File: config.mk
export PLATFORM = sky130hd
export DESIGN_NAME = engine_serial_link_uart
export DESIGN_NICKNAME = d
export VERILOG_FILES = /design/src/core/esl_pkg.sv /design/src/core/engine_serial_link_uart.sv
export VERILOG_INCLUDE_DIRS = /design/src /design/src/core
export SDC_FILE = /design/constraint.sdc
export NUM_CORES = 1
export LEC_CHECK = 0
export BUFFER_PORTS_ARGS = -buffer_cell sky130_fd_sc_hd__buf_2
export CAP_MARGIN = 20
export CORE_UTILIZATION = 40
export CTS_CLUSTER_DIAMETER = 50
export DETAILED_ROUTE_END_ITERATION = 16
export GPL_TIMING_DRIVEN = 1
export PLACE_DENSITY = 0.67
export SETUP_SLACK_MARGIN = 0.2
export SLEW_MARGIN = 25
export SYNTH_ARGS = -nofsm -noshare
export SYNTH_HDL_FRONTEND = slang
export SYNTH_HIERARCHICAL = 1
export SYNTH_SLANG_ARGS = --single-unit
File: constraint.sdc
create_clock -name clk -period 6.5 [get_ports clk]
set_input_delay 1.3 -clock clk [delete_from_list [all_inputs] [get_ports clk]]
set_output_delay 1.3 -clock clk [all_outputs]
set_load 0.01 [all_outputs]
File: src/core/esl_params.svh
/*
 holds the constants of the serial link uart: clock, bit rates, frame shape, fifo depth.
 assumes it is included by bare name before any module that uses it.
*/
`ifndef ESL_PARAMS_SVH
`define ESL_PARAMS_SVH

// ------------------------------------------
// clock and bit rates
// ------------------------------------------
`define ESL_CLK_HZ 50000000
`define ESL_RATE_FAST_BPS 187500
`define ESL_RATE_MID_BPS 62500
`define ESL_RATE_SLOW_BPS 31250
`define ESL_SEL_FAST 2'h0
`define ESL_SEL_MID 2'h1

// ------------------------------------------
// frame shape and counters
// ------------------------------------------
`define ESL_DATA_BITS 8
`define ESL_TX_LAST_BIT 4'ha
`define ESL_RX_LAST_BIT 4'h9
`define ESL_CNT_W 12
`define ESL_CNT_ZERO 12'h000
`define ESL_IDX_ZERO 4'h0
`define ESL_TX_FIFO_DEPTH 16

`endif

File: src/core/esl_pkg.sv
/*
 holds the state types of the serial link uart.
 assumes nothing beyond a SystemVerilog compiler.
*/
package esl_pkg;
   typedef enum logic [0:0] {
      ESL_TX_IDLE = 1'b0,
      ESL_TX_SEND = 1'b1
   } esl_tx_state_t;

   typedef enum logic [1:0] {
      ESL_RX_IDLE = 2'b00,
      ESL_RX_START = 2'b01,
      ESL_RX_DATA = 2'b10
   } esl_rx_state_t;
endpackage : esl_pkg

File: src/core/engine_serial_link_uart.sv
/*
 holds the transmit fifo and the full-duplex asynchronous serial link uart of the drive engine.
 assumes one 50 MHz clock, an asynchronous active-low reset, and a data path controller
 that drives rxd and farEndReadyN asynchronously to clk.
*/
// Functional notes
// - link uses only txd, rxd, farEndReadyN and engineReadyN, no shared clock.
// - device sends acknowledges and information on txd, paced by farEndReadyN.
// - engineReadyN low only while receive buffer free, high while occupied.
// - frames are asynchronous; receiver times bits from each start edge.
// - frame starts with low start bit, then eight data bits.
// - then an even parity bit, then a high stop bit.
// - every frame spans eleven bit periods, start through stop.
// - transmit and receive paths run independently, sharing only the bit rate select.
// - three bit rates derived from the system clock, within stated error.
// - writing the transmit buffer loads a byte and sends it when far end ready.
// - reading the receive buffer returns the first byte received since the last read and frees the buffer.
// - status shows transmit buffer empty and receive byte available.
// - bit rate select chooses one of the three bit rates.
`timescale 1ns/10ps
`include "esl_params.svh"

// ------------------------------------------
// synchronous fifo
// ------------------------------------------
module esl_fifo #(
   parameter int WIDTH = `ESL_DATA_BITS,
   parameter int DEPTH = `ESL_TX_FIFO_DEPTH
) (
   input wire logic clk,
   input wire logic rstN,
   input wire logic inValid,
   output logic inReady,
   input wire logic [WIDTH-1:0] inData,
   output logic outValid,
   input wire logic outReady,
   output logic [WIDTH-1:0] outData
);
   localparam int AW = $clog2(DEPTH);

   generate
      if (DEPTH < 2 || (DEPTH & (DEPTH - 1)) != 0) begin : g_bad_depth
         $error("esl_fifo: DEPTH must be a power of two, at least 2");
      end
   endgenerate

   logic [WIDTH-1:0] mem [DEPTH];
   logic [AW:0] wrPtrQ;
   logic [AW:0] rdPtrQ;
   logic doWrite;
   logic doRead;

   // full when pointers differ only in the wrap bit
   assign inReady = (wrPtrQ[AW] == rdPtrQ[AW]) || (wrPtrQ[AW-1:0] != rdPtrQ[AW-1:0]);
   assign outValid = (wrPtrQ != rdPtrQ);
   assign doWrite = inValid && inReady;
   assign doRead = outValid && outReady;
   assign outData = mem[rdPtrQ[AW-1:0]];

   always_ff @(posedge clk) begin
      if (doWrite) begin
         mem[wrPtrQ[AW-1:0]] <= inData;
      end
   end

   always_ff @(posedge clk or negedge rstN) begin
      if (!rstN) begin
         wrPtrQ <= '0;
      end else if (doWrite) begin
         wrPtrQ <= wrPtrQ + (AW+1)'(1);
      end
   end

   always_ff @(posedge clk or negedge rstN) begin
      if (!rstN) begin
         rdPtrQ <= '0;
      end else if (doRead) begin
         rdPtrQ <= rdPtrQ + (AW+1)'(1);
      end
   end
endmodule : esl_fifo

// ------------------------------------------
// serial link uart top
// ------------------------------------------
module engine_serial_link_uart #(
   parameter int CLK_HZ = `ESL_CLK_HZ,
   parameter int FIFO_DEPTH = `ESL_TX_FIFO_DEPTH
) (
   input wire logic clk,
   input wire logic reset_n,
   input wire logic [1:0] bitRateSelect,
   input wire logic txWrite,
   input wire logic [7:0] txWriteData,
   output logic txWriteReady,
   input wire logic rxRead,
   output logic [7:0] rxReadData,
   output logic rxAvailable,
   output logic txBufferEmpty,
   output logic rxParityError,
   output logic rxFramingError,
   output logic rxOverrun,
   output logic txd,
   input wire logic rxd,
   input wire logic farEndReadyN,
   output logic engineReadyN
);
   localparam int CW = `ESL_CNT_W;

   generate
      if (CLK_HZ / `ESL_RATE_SLOW_BPS >= (1 << CW) || CLK_HZ / `ESL_RATE_FAST_BPS < 4) begin : g_bad_clk
         $error("engine_serial_link_uart: CLK_HZ out of range for the bit counters");
      end
   endgenerate

   function automatic logic [CW-1:0] bitCycles(input logic [1:0] sel);
      logic [CW-1:0] n;
      n = CW'((CLK_HZ + `ESL_RATE_SLOW_BPS / 2) / `ESL_RATE_SLOW_BPS);
      if (sel == `ESL_SEL_FAST) begin
         n = CW'((CLK_HZ + `ESL_RATE_FAST_BPS / 2) / `ESL_RATE_FAST_BPS);
      end else if (sel == `ESL_SEL_MID) begin
         n = CW'((CLK_HZ + `ESL_RATE_MID_BPS / 2) / `ESL_RATE_MID_BPS);
      end
      return n;
   endfunction : bitCycles

   // ------------------------------------------
   // reset release and input synchronisers
   // ------------------------------------------
   logic [1:0] rstPipeQ;
   logic rstN;
   logic [1:0] rxSyncQ;
   logic [1:0] farSyncQ;
   logic rxPrevQ;
   logic rxLine;
   logic farReady;

   always_ff @(posedge clk or negedge reset_n) begin
      if (!reset_n) begin
         rstPipeQ <= 2'h0;
      end else begin
         rstPipeQ <= {rstPipeQ[0], 1'b1};
      end
   end
   assign rstN = rstPipeQ[1];

   // two incoming link lines, no clock
   // idle line levels preset so release shows no false edge
   always_ff @(posedge clk or negedge rstN) begin
      if (!rstN) begin
         rxSyncQ <= 2'h3;
         farSyncQ <= 2'h3;
         rxPrevQ <= 1'b1;
      end else begin
         rxSyncQ <= {rxSyncQ[0], rxd};
         farSyncQ <= {farSyncQ[0], farEndReadyN};
         rxPrevQ <= rxSyncQ[1];
      end
   end
   assign rxLine = rxSyncQ[1];
   assign farReady = !farSyncQ[1];

   // ------------------------------------------
   // transmit path
   // ------------------------------------------
   esl_pkg::esl_tx_state_t txStateQ;
   logic fifoValid;
   logic fifoPop;
   logic [7:0] fifoData;
   logic [CW-1:0] txDiv;
   logic [CW-1:0] txCntQ;
   logic [3:0] txIdxQ;
   logic [9:0] txShiftQ;
   logic txdQ;
   logic txLoad;
   logic txTick;

   esl_fifo #(
      .WIDTH(`ESL_DATA_BITS),
      .DEPTH(FIFO_DEPTH)
   ) u_tx_fifo (
      .clk(clk),
      .rstN(rstN),
      .inValid(txWrite),
      .inReady(txWriteReady),
      .inData(txWriteData),
      .outValid(fifoValid),
      .outReady(fifoPop),
      .outData(fifoData)
   );

   assign txDiv = bitCycles(bitRateSelect);
   assign txLoad = (txStateQ == esl_pkg::ESL_TX_IDLE) && fifoValid && farReady;
   assign fifoPop = txLoad;
   assign txTick = (txStateQ == esl_pkg::ESL_TX_SEND) && (txCntQ >= txDiv - CW'(1));

   always_ff @(posedge clk or negedge rstN) begin
      if (!rstN) begin
         txStateQ <= esl_pkg::ESL_TX_IDLE;
      end else if (txLoad) begin
         txStateQ <= esl_pkg::ESL_TX_SEND;
      end else if (txTick && txIdxQ == `ESL_TX_LAST_BIT) begin
         txStateQ <= esl_pkg::ESL_TX_IDLE;
      end
   end

   always_ff @(posedge clk or negedge rstN) begin
      if (!rstN) begin
         txCntQ <= `ESL_CNT_ZERO;
      end else if (txLoad || txTick) begin
         txCntQ <= `ESL_CNT_ZERO;
      end else if (txStateQ == esl_pkg::ESL_TX_SEND) begin
         txCntQ <= txCntQ + CW'(1);
      end
   end

   always_ff @(posedge clk or negedge rstN) begin
      if (!rstN) begin
         txIdxQ <= `ESL_IDX_ZERO;
      end else if (txLoad) begin
         txIdxQ <= `ESL_IDX_ZERO;
      end else if (txTick) begin
         txIdxQ <= txIdxQ + 4'h1;
      end
   end

   always_ff @(posedge clk or negedge rstN) begin
      if (!rstN) begin
         txShiftQ <= 10'h3ff;
         txdQ <= 1'b1;
      end else if (txLoad) begin
         txShiftQ <= {1'b1, ^fifoData, fifoData};
         txdQ <= 1'b0;
      end else if (txTick && txIdxQ != `ESL_TX_LAST_BIT) begin
         txShiftQ <= {1'b1, txShiftQ[9:1]};
         txdQ <= txShiftQ[0];
      end
   end

   assign txd = txdQ;
   // nothing queued, nothing on the line
   assign txBufferEmpty = !fifoValid && (txStateQ == esl_pkg::ESL_TX_IDLE);

   // ------------------------------------------
   // receive path
   // ------------------------------------------
   // no signal shared with the transmit path except the rate select
   esl_pkg::esl_rx_state_t rxStateQ;
   logic [CW-1:0] rxDiv;
   logic [CW-1:0] rxCntQ;
   logic [3:0] rxIdxQ;
   logic [9:0] rxShiftQ;
   logic [9:0] rxShiftNext;
   logic rxHalf;
   logic rxTick;
   logic rxDone;
   logic rxStore;
   logic [7:0] rxDataQ;
   logic rxFullQ;
   logic rxParQ;
   logic rxFrmQ;
   logic rxOvrQ;

   assign rxDiv = bitCycles(bitRateSelect);
   assign rxHalf = (rxStateQ == esl_pkg::ESL_RX_START) && (rxCntQ >= (rxDiv >> 1));
   assign rxTick = (rxStateQ == esl_pkg::ESL_RX_DATA) && (rxCntQ >= rxDiv - CW'(1));
   assign rxShiftNext = {rxLine, rxShiftQ[9:1]};
   assign rxDone = rxTick && (rxIdxQ == `ESL_RX_LAST_BIT);

   always_ff @(posedge clk or negedge rstN) begin
      if (!rstN) begin
         rxStateQ <= esl_pkg::ESL_RX_IDLE;
      end else begin
         unique case (rxStateQ)
            esl_pkg::ESL_RX_IDLE: begin
               if (rxPrevQ && !rxLine) begin
                  rxStateQ <= esl_pkg::ESL_RX_START;
               end
            end
            // a start bit gone high by mid period was a glitch
            esl_pkg::ESL_RX_START: begin
               if (rxHalf) begin
                  rxStateQ <= rxLine ? esl_pkg::ESL_RX_IDLE : esl_pkg::ESL_RX_DATA;
               end
            end
            esl_pkg::ESL_RX_DATA: begin
               if (rxDone) begin
                  rxStateQ <= esl_pkg::ESL_RX_IDLE;
               end
            end
            default: begin
               rxStateQ <= esl_pkg::ESL_RX_IDLE;
            end
         endcase
      end
   end

   always_ff @(posedge clk or negedge rstN) begin
      if (!rstN) begin
         rxCntQ <= `ESL_CNT_ZERO;
      end else if (rxStateQ == esl_pkg::ESL_RX_IDLE || rxHalf || rxTick) begin
         rxCntQ <= `ESL_CNT_ZERO;
      end else begin
         rxCntQ <= rxCntQ + CW'(1);
      end
   end

   always_ff @(posedge clk or negedge rstN) begin
      if (!rstN) begin
         rxIdxQ <= `ESL_IDX_ZERO;
      end else if (rxHalf) begin
         rxIdxQ <= `ESL_IDX_ZERO;
      end else if (rxTick) begin
         rxIdxQ <= rxIdxQ + 4'h1;
      end
   end

   always_ff @(posedge clk or negedge rstN) begin
      if (!rstN) begin
         rxShiftQ <= 10'h000;
      end else if (rxTick) begin
         rxShiftQ <= rxShiftNext;
      end
   end

   // a frame finishing while the buffer is full and not read in that cycle is dropped, not merged
   assign rxStore = rxDone && (!rxFullQ || rxRead);

   always_ff @(posedge clk or negedge rstN) begin
      if (!rstN) begin
         rxDataQ <= 8'h00;
         rxParQ <= 1'b0;
         rxFrmQ <= 1'b0;
      end else if (rxStore) begin
         rxDataQ <= rxShiftNext[7:0];
         rxParQ <= ^rxShiftNext[8:0];
         rxFrmQ <= !rxShiftNext[9];
      end
   end

   always_ff @(posedge clk or negedge rstN) begin
      if (!rstN) begin
         rxFullQ <= 1'b0;
      end else if (rxStore) begin
         rxFullQ <= 1'b1;
      end else if (rxRead) begin
         rxFullQ <= 1'b0;
      end
   end

   always_ff @(posedge clk or negedge rstN) begin
      if (!rstN) begin
         rxOvrQ <= 1'b0;
      end else if (rxDone && rxFullQ && !rxRead) begin
         rxOvrQ <= 1'b1;
      end else if (rxRead) begin
         rxOvrQ <= 1'b0;
      end
   end

   assign rxReadData = rxDataQ;
   assign rxAvailable = rxFullQ;
   assign rxParityError = rxParQ;
   assign rxFramingError = rxFrmQ;
   assign rxOverrun = rxOvrQ;
   assign engineReadyN = rxFullQ;
endmodule : engine_serial_link_uart

# [Word-level counts from Yosys, hierarchy flattened]
# Memory sizes are Yosys's and may differ from the RTL's.
# Cells that the tools add are included.
# W data, S select, Z words.
[word_totals] mem_count=1 ram_bits=128 wordCells=106 reg_bits=85 out_inout_bits=16
[classes] order_cmp=3 n_eq_ne=12 n_addsub=7 bitwise_logic=1 reduce_logical=37 muxes=25
[memory_table] memory="u_tx_fifo.mem" depth=16 width=8 rd=1 rd_clocked_by_memory_dff=0 write_ports=1 line_no="engine_serial_link_uart.sv:47" text="logic [WIDTH-1:0] mem [DEPTH];"
[ops] op="$mux W12" count=3
[ops] op="$add A12 B1 Y12 const B" count=2
[ops] op="$ge A12 B12 Y1" count=2
[ops] op="$mux W11" count=2
[ops] op="$mux W10" count=2
[ops] op="$mux W4" count=4
[ops] op="$logic_and A1 B1 Y1" count=15
[ops] op="$reduce_bool A2 Y1" count=7
[ops] op="$ge A12 B11 Y1" count=1
[ops] op="$sub A12 B1 Y12 const B" count=1
[ops] op="$add A5 B1 Y5 const B" count=2
[ops] op="$mux W1" count=9
[ops] op="$reduce_xor A9 Y1" count=1
[ops] op="$add A4 B1 Y4 const B" count=2
[ops] op="$eq A4 B4 Y1 const B" count=2
[ops] op="$mux W2" count=4
[ops] op="$reduce_xor A8 Y1" count=1
[ops] op="$ne A2 B2 Y1 const B" count=3
[ops] op="$pmux W2 S3" count=1
[ops] op="$logic_not A1 Y1" count=5
[ops] op="$logic_or A1 B1 Y1" count=5
[ops] op="$ne A5 B5 Y1" count=1
[ops] op="$eq A2 B1 Y1 const B" count=2
[ops] op="$logic_not A2 Y1" count=2
[ops] op="other kinds (6)" count=6

# [Depth between registers and ports, before layout]
[logic_depth] ltp_word=10 ltp_mapped=11 mapped_depth_nobuf=9

# [By module]
# Netlist, hierarchy kept.
[modules_own_cells] mod="esl_fifo" area_per_inst_um2=5619.1 cells_per_inst=279 n_inst=1
[modules_own_cells] mod="engine_serial_link_uart" area_per_inst_um2=3865.0 cells_per_inst=362 n_inst=1

# [Worst setup path after synthesis]
# Ideal clock, no wire load.
[synth_path] path_kind="in2reg" start="input bitRateSelect[1]" end="register rxShiftQ[7]" setup_slack_ns=3.105 arrival_ns=3.270 path_stages=10 required_time_ns=6.375 path_cell_list="or2_1 buf_6 inv_1 ha_1 nand4_1 nor4b_2 nand2_1 o22ai_2 buf_4 mux2_2"
[synth_between] elab_chain_len=6 word_cells_on_any_way=7
[synth_rtl] item="from (decl)" line_no="engine_serial_link_uart.sv:92" text="input wire logic [1:0] bitRateSelect,"
[synth_rtl] item="$eq A2 B1 Y1 (no line)"
[synth_rtl] item="$mux W11" line_no="engine_serial_link_uart.sv:121" text="end else if (sel == `ESL_SEL_MID) begin"
[synth_rtl] item="$mux W11 *" line_no="engine_serial_link_uart.sv:119" text="if (sel == `ESL_SEL_FAST) begin"
[synth_rtl] item="$sub A12 B1 Y12 *" line_no="engine_serial_link_uart.sv:266" text="assign rxTick = (rxStateQ == esl_pkg::ESL_RX_DATA) && (rxCntQ >= rxDiv - CW'(1));"
[synth_rtl] item="$ge A12 B12 Y1 *" line_no="engine_serial_link_uart.sv:266"
[synth_rtl] item="$logic_and A1 B1 Y1 *" line_no="engine_serial_link_uart.sv:266"
[synth_rtl] item="to (signal assigned)" line_no="engine_serial_link_uart.sv:322" text="rxShiftQ <= rxShiftNext;"
[synth_rtl] item="to (decl)" line_no="engine_serial_link_uart.sv:252" text="logic [9:0] rxShiftQ;"
# Every way passes the cells marked *; elsewhere a longest branch is shown, timed or not.
# A chain may end at the register's enable or synchronous reset.

# [Final worst setup path]
[layout_path] start="register u_tx_fifo.rdPtrQ[1]" end="output txWriteReady"
[layout_between] elab_chain_len=2
[layout_rtl] item="from (decl)" line_no="engine_serial_link_uart.sv:49" text="logic [AW:0] rdPtrQ;"
[layout_rtl] item="from (signal assigned)" line_no="engine_serial_link_uart.sv:78" text="rdPtrQ <= rdPtrQ + (AW+1)'(1);"
[layout_rtl] item="$ne A4 B4 Y1" line_no="engine_serial_link_uart.sv:54" text="assign inReady = (wrPtrQ[AW] == rdPtrQ[AW]) || (wrPtrQ[AW-1:0] != rdPtrQ[AW-1:0]);"
[layout_rtl] item="$logic_or A1 B1 Y1" line_no="engine_serial_link_uart.sv:54"
[layout_rtl] item="to (decl)" line_no="engine_serial_link_uart.sv:95" text="output logic txWriteReady,"
# No other way between the ends.

==> results.yml <==
timing:
  relSlewSlack_pct: 33.46
  worstMarginPinSlew_ns: 0.9944
  setup_slack_ns: 2.694
  hold_viol: 0
  fin_crit_ns: 3.806
  slew_viol_final: 0
  period_share_pct: 58.55
  fin_tns_setup_ns: 0
  max_freq_mhz: 262.8
  setup_viol: 0
  rsz0062_at_grt: "false"
  finClkSkew_ns: 0.01204
critical_path:
  crit_arrival_ns: 2.51
  path_max_fanout: 36
  cp.required_ns: 5.20
  critPathCaptureType: "output pin"
  crit_type: "reg2out"
  timing.rr.start: "u_tx_fifo/rdPtrQ[1]"
  rr_endpoint: "u_tx_fifo/rdPtrQ[1]"
  r2r_setup_slack_ns: 3.43
  reg2reg_depth: 9
  cp-start-kind: "flop"
cts:
  numCtsBuffers: 24
  cts.path.max_buffers: 3
  cts_tree: "yes"
  htreeDepth: 1
  clk_pin_slew_ns: 0.06
  clock-root-buffer: "clkbuf_16"
  cts-resized-gates: 0
  clock-sinks: 211
  worst_skew_pair.late_latency_ns: 0.50
  postCtsSetupRepairBufs: 0
  postCtsHoldBufs: 0
placement:
  gp_congestion: 0.8026
  dp_hpwl_microns: 11560
  pre_cts_slack_ns: 2.185
  port_buffers: 31
worst_hold_path:
  hold_path_startpoint: "farSyncQ[0]"
  hold_path_class: "reg2reg"
  hold_depth: 0
  min_to: "farSyncQ[1]"
power_and_ir_drop:
  leakage_nw: 4.099
  ir_drop_v: 0.0002520
  power_density_nw_per_um2: 368.5
  power_mw: 3.972
finish:
  fillers: 1971
  final_common_cell: "edfxtp_1"
  fin_nets: 733
  multi_input_area_sq_um: 3319
  regArea_sq_um: 5944
  drive_gt1_share_pct: 21.36
  synthToLayoutAreaGrowth_pct: 13.63
  diodes: 0
  layout_common_cells: "128 x edfxtp_1, 66 x dfrtp_1, 47 x nand2_1, 35 x nor2_1, 33 x xnor2_1"
logic_synthesis:
  syn_area_per_cell_sq_um: 14.80
  synth_warnings: 6
  synth.yosys.seq_area_share_pct: 62.63
  ys_ff_latch: 211
  netlist_instances: 641
  synth.cell_area_sq_um: 9484
  synth_edf_count: 128
  synthDistinctLibCells: 65
  ys_async_sr_fraction_pct: 39.34
  synth_ff_type: "edfxtp_1"
global_routing:
  track_usage_pct: 15.06
  grt_pass1_vias: 5609
  antenna_found_initial: 0
  grt_overflow: 0
  grt_max_degree: 82
  grt_pass1_wl_microns: 29010
routing:
  vias_per_cell: 5.325
  wire_per_inst_microns: 17.25
  via_count: 5431
  drc: 0
  antenna_left: 0
  routed_wl_microns: 17590
  dr.pass1.iters: 5
  first_iter_violations: 367
floorplanning:
  io_pins: 32
  core-area_sq_um: 22920
  die_w_microns: 156.0
  initial_core_util_pct: 41.39
  num_rows: 55
  die-area_sq_um: 24330
  die_h_microns: 156.0
flow_run:
  maxCapViolCount: 0
run_status:
  status: "finished clean"
[sequential cells by signal (all words and copies together), names as in the netlist, 2 cells and up]
signal,count
rxReadData,8
rstPipeQ,2
rxSyncQ,2
txIdxQ,4
rxStateQ,2
u_tx_fifo/rdPtrQ,5
u_tx_fifo/mem,128
u_tx_fifo/wrPtrQ,5
rxShiftQ,9
rxCntQ,12
txCntQ,12
farSyncQ,2
txShiftQ,9
rxIdxQ,4
[kinds of logic (layout without fill, tap and decap cells)]
logic type | count (synthesis) | after routing | share of synthesized area (%)
flip-flops | 211 | 211 | 62.63
multiplexers | 56 | 56 | 10.92
AND/OR/NAND/NOR | 182 | 182 | 10.08
AO/OA/AOI/OAI | 75 | 75 | 6.056
XOR/XNOR | 45 | 45 | 4.156
buffers and inverters | 44 | 108 | 2.559
adder cells (fa/ha/maj) | 27 | 27 | 3.562
other | 1 | 3 | 0.03954
[worst max-delay path, cell delays in order (launching register included)]
cell and delay [ns]:
dfrtp_2 0.34, buf_4 0.53, xnor2_1 0.27, nand4_4 0.24
nor2_4 0.37, inv_1 0.10, buf_2 0.15
[cell usage after synthesis (7+ instances only)]
library cell	count	area [sq um]
edfxtp_1	128	3844
dfrtp_1	68	1702
nand2_1	47	176.4
nor2_1	35	131.4
xnor2_1	33	289.0
ha_1	27	337.8
nand3_1	20	100.1
mux4_2	19	427.9
nor3_1	19	95.09
mux2_2	18	202.7
inv_1	17	63.81
a22oi_1	16	120.1
dfstp_2	15	394.1
mux4_1	13	341.6
xor2_1	12	105.1
a21oi_1	11	55.05
o211ai_1	11	82.58
and3_1	10	62.56
nand2b_1	9	56.30
nand4_1	9	56.30
clkbuf_1	8	30.03
nor2b_1	7	43.79
[cell type report]
type / instances / share of cell area [%]
clock buffer: 31 / 6.212
clock inverter: 12 / 0.9753
inverter: 18 / 0.6270
multi-input combinational: 388 / 30.80
sequential: 211 / 55.16
tap: 313 / 3.634
timing repair buffer: 47 / 2.589
[per-stage QoR]
stage	area [sq um]	util [%]	instances	hold WS, ns
2_1_floorplan	9492	-	643	0.3312
4_1_cts	10770	47.01	1020	0.3571
5_1_grt	10780	47.03	1020	0.3585
6_report	10780	47.03	1020	0.3546
3_5_place_dp	9998	43.63	977	0.3434
3_3_place_gp	9988	43.59	977	0.3390
[report_power, final]
| group | total, mW | switching (mW) | internal, mW |
|---|---|---|---|
| clock | 1.29 | 0.522 | 0.773 |
| sequential | 1.78 | 0.142 | 1.64 |
| combinational | 0.898 | 0.499 | 0.399 |
| total | 3.97 | 1.16 | 2.81 |
[layer usage]
layer / GRT usage (%) / vias to the layer above / share of wire, %
met4: 3.595 / 0 / 2.0
li1: - / 2533 / -
met2: 25.64 / 106 / 50
met1: 20.05 / 2765 / 44
met3: 2.528 / 27 / 4.3
met5: 0 / - / 0
[worst max path at each step]
| stage | cells after the start | end | slack (ns) | from |
|---|---|---|---|---|
| final | 6 | txWriteReady | 2.69 | u_tx_fifo/rdPtrQ[1] |
| after detailed placement | 10 | rxReadData[0] | 2.18 | bitRateSelect[1] |
| after floorplan | 10 | rxShiftQ[7] | 3.11 | bitRateSelect[1] |
| after CTS | 6 | txWriteReady | 2.64 | u_tx_fifo/rdPtrQ[1] |
| after global routing | 10 | rxReadData[0] | 2.47 | bitRateSelect[1] |
| after global placement | 10 | rxReadData[0] | 2.33 | bitRateSelect[1] |
No activity file was read; power rests on OpenSTA's default activity.
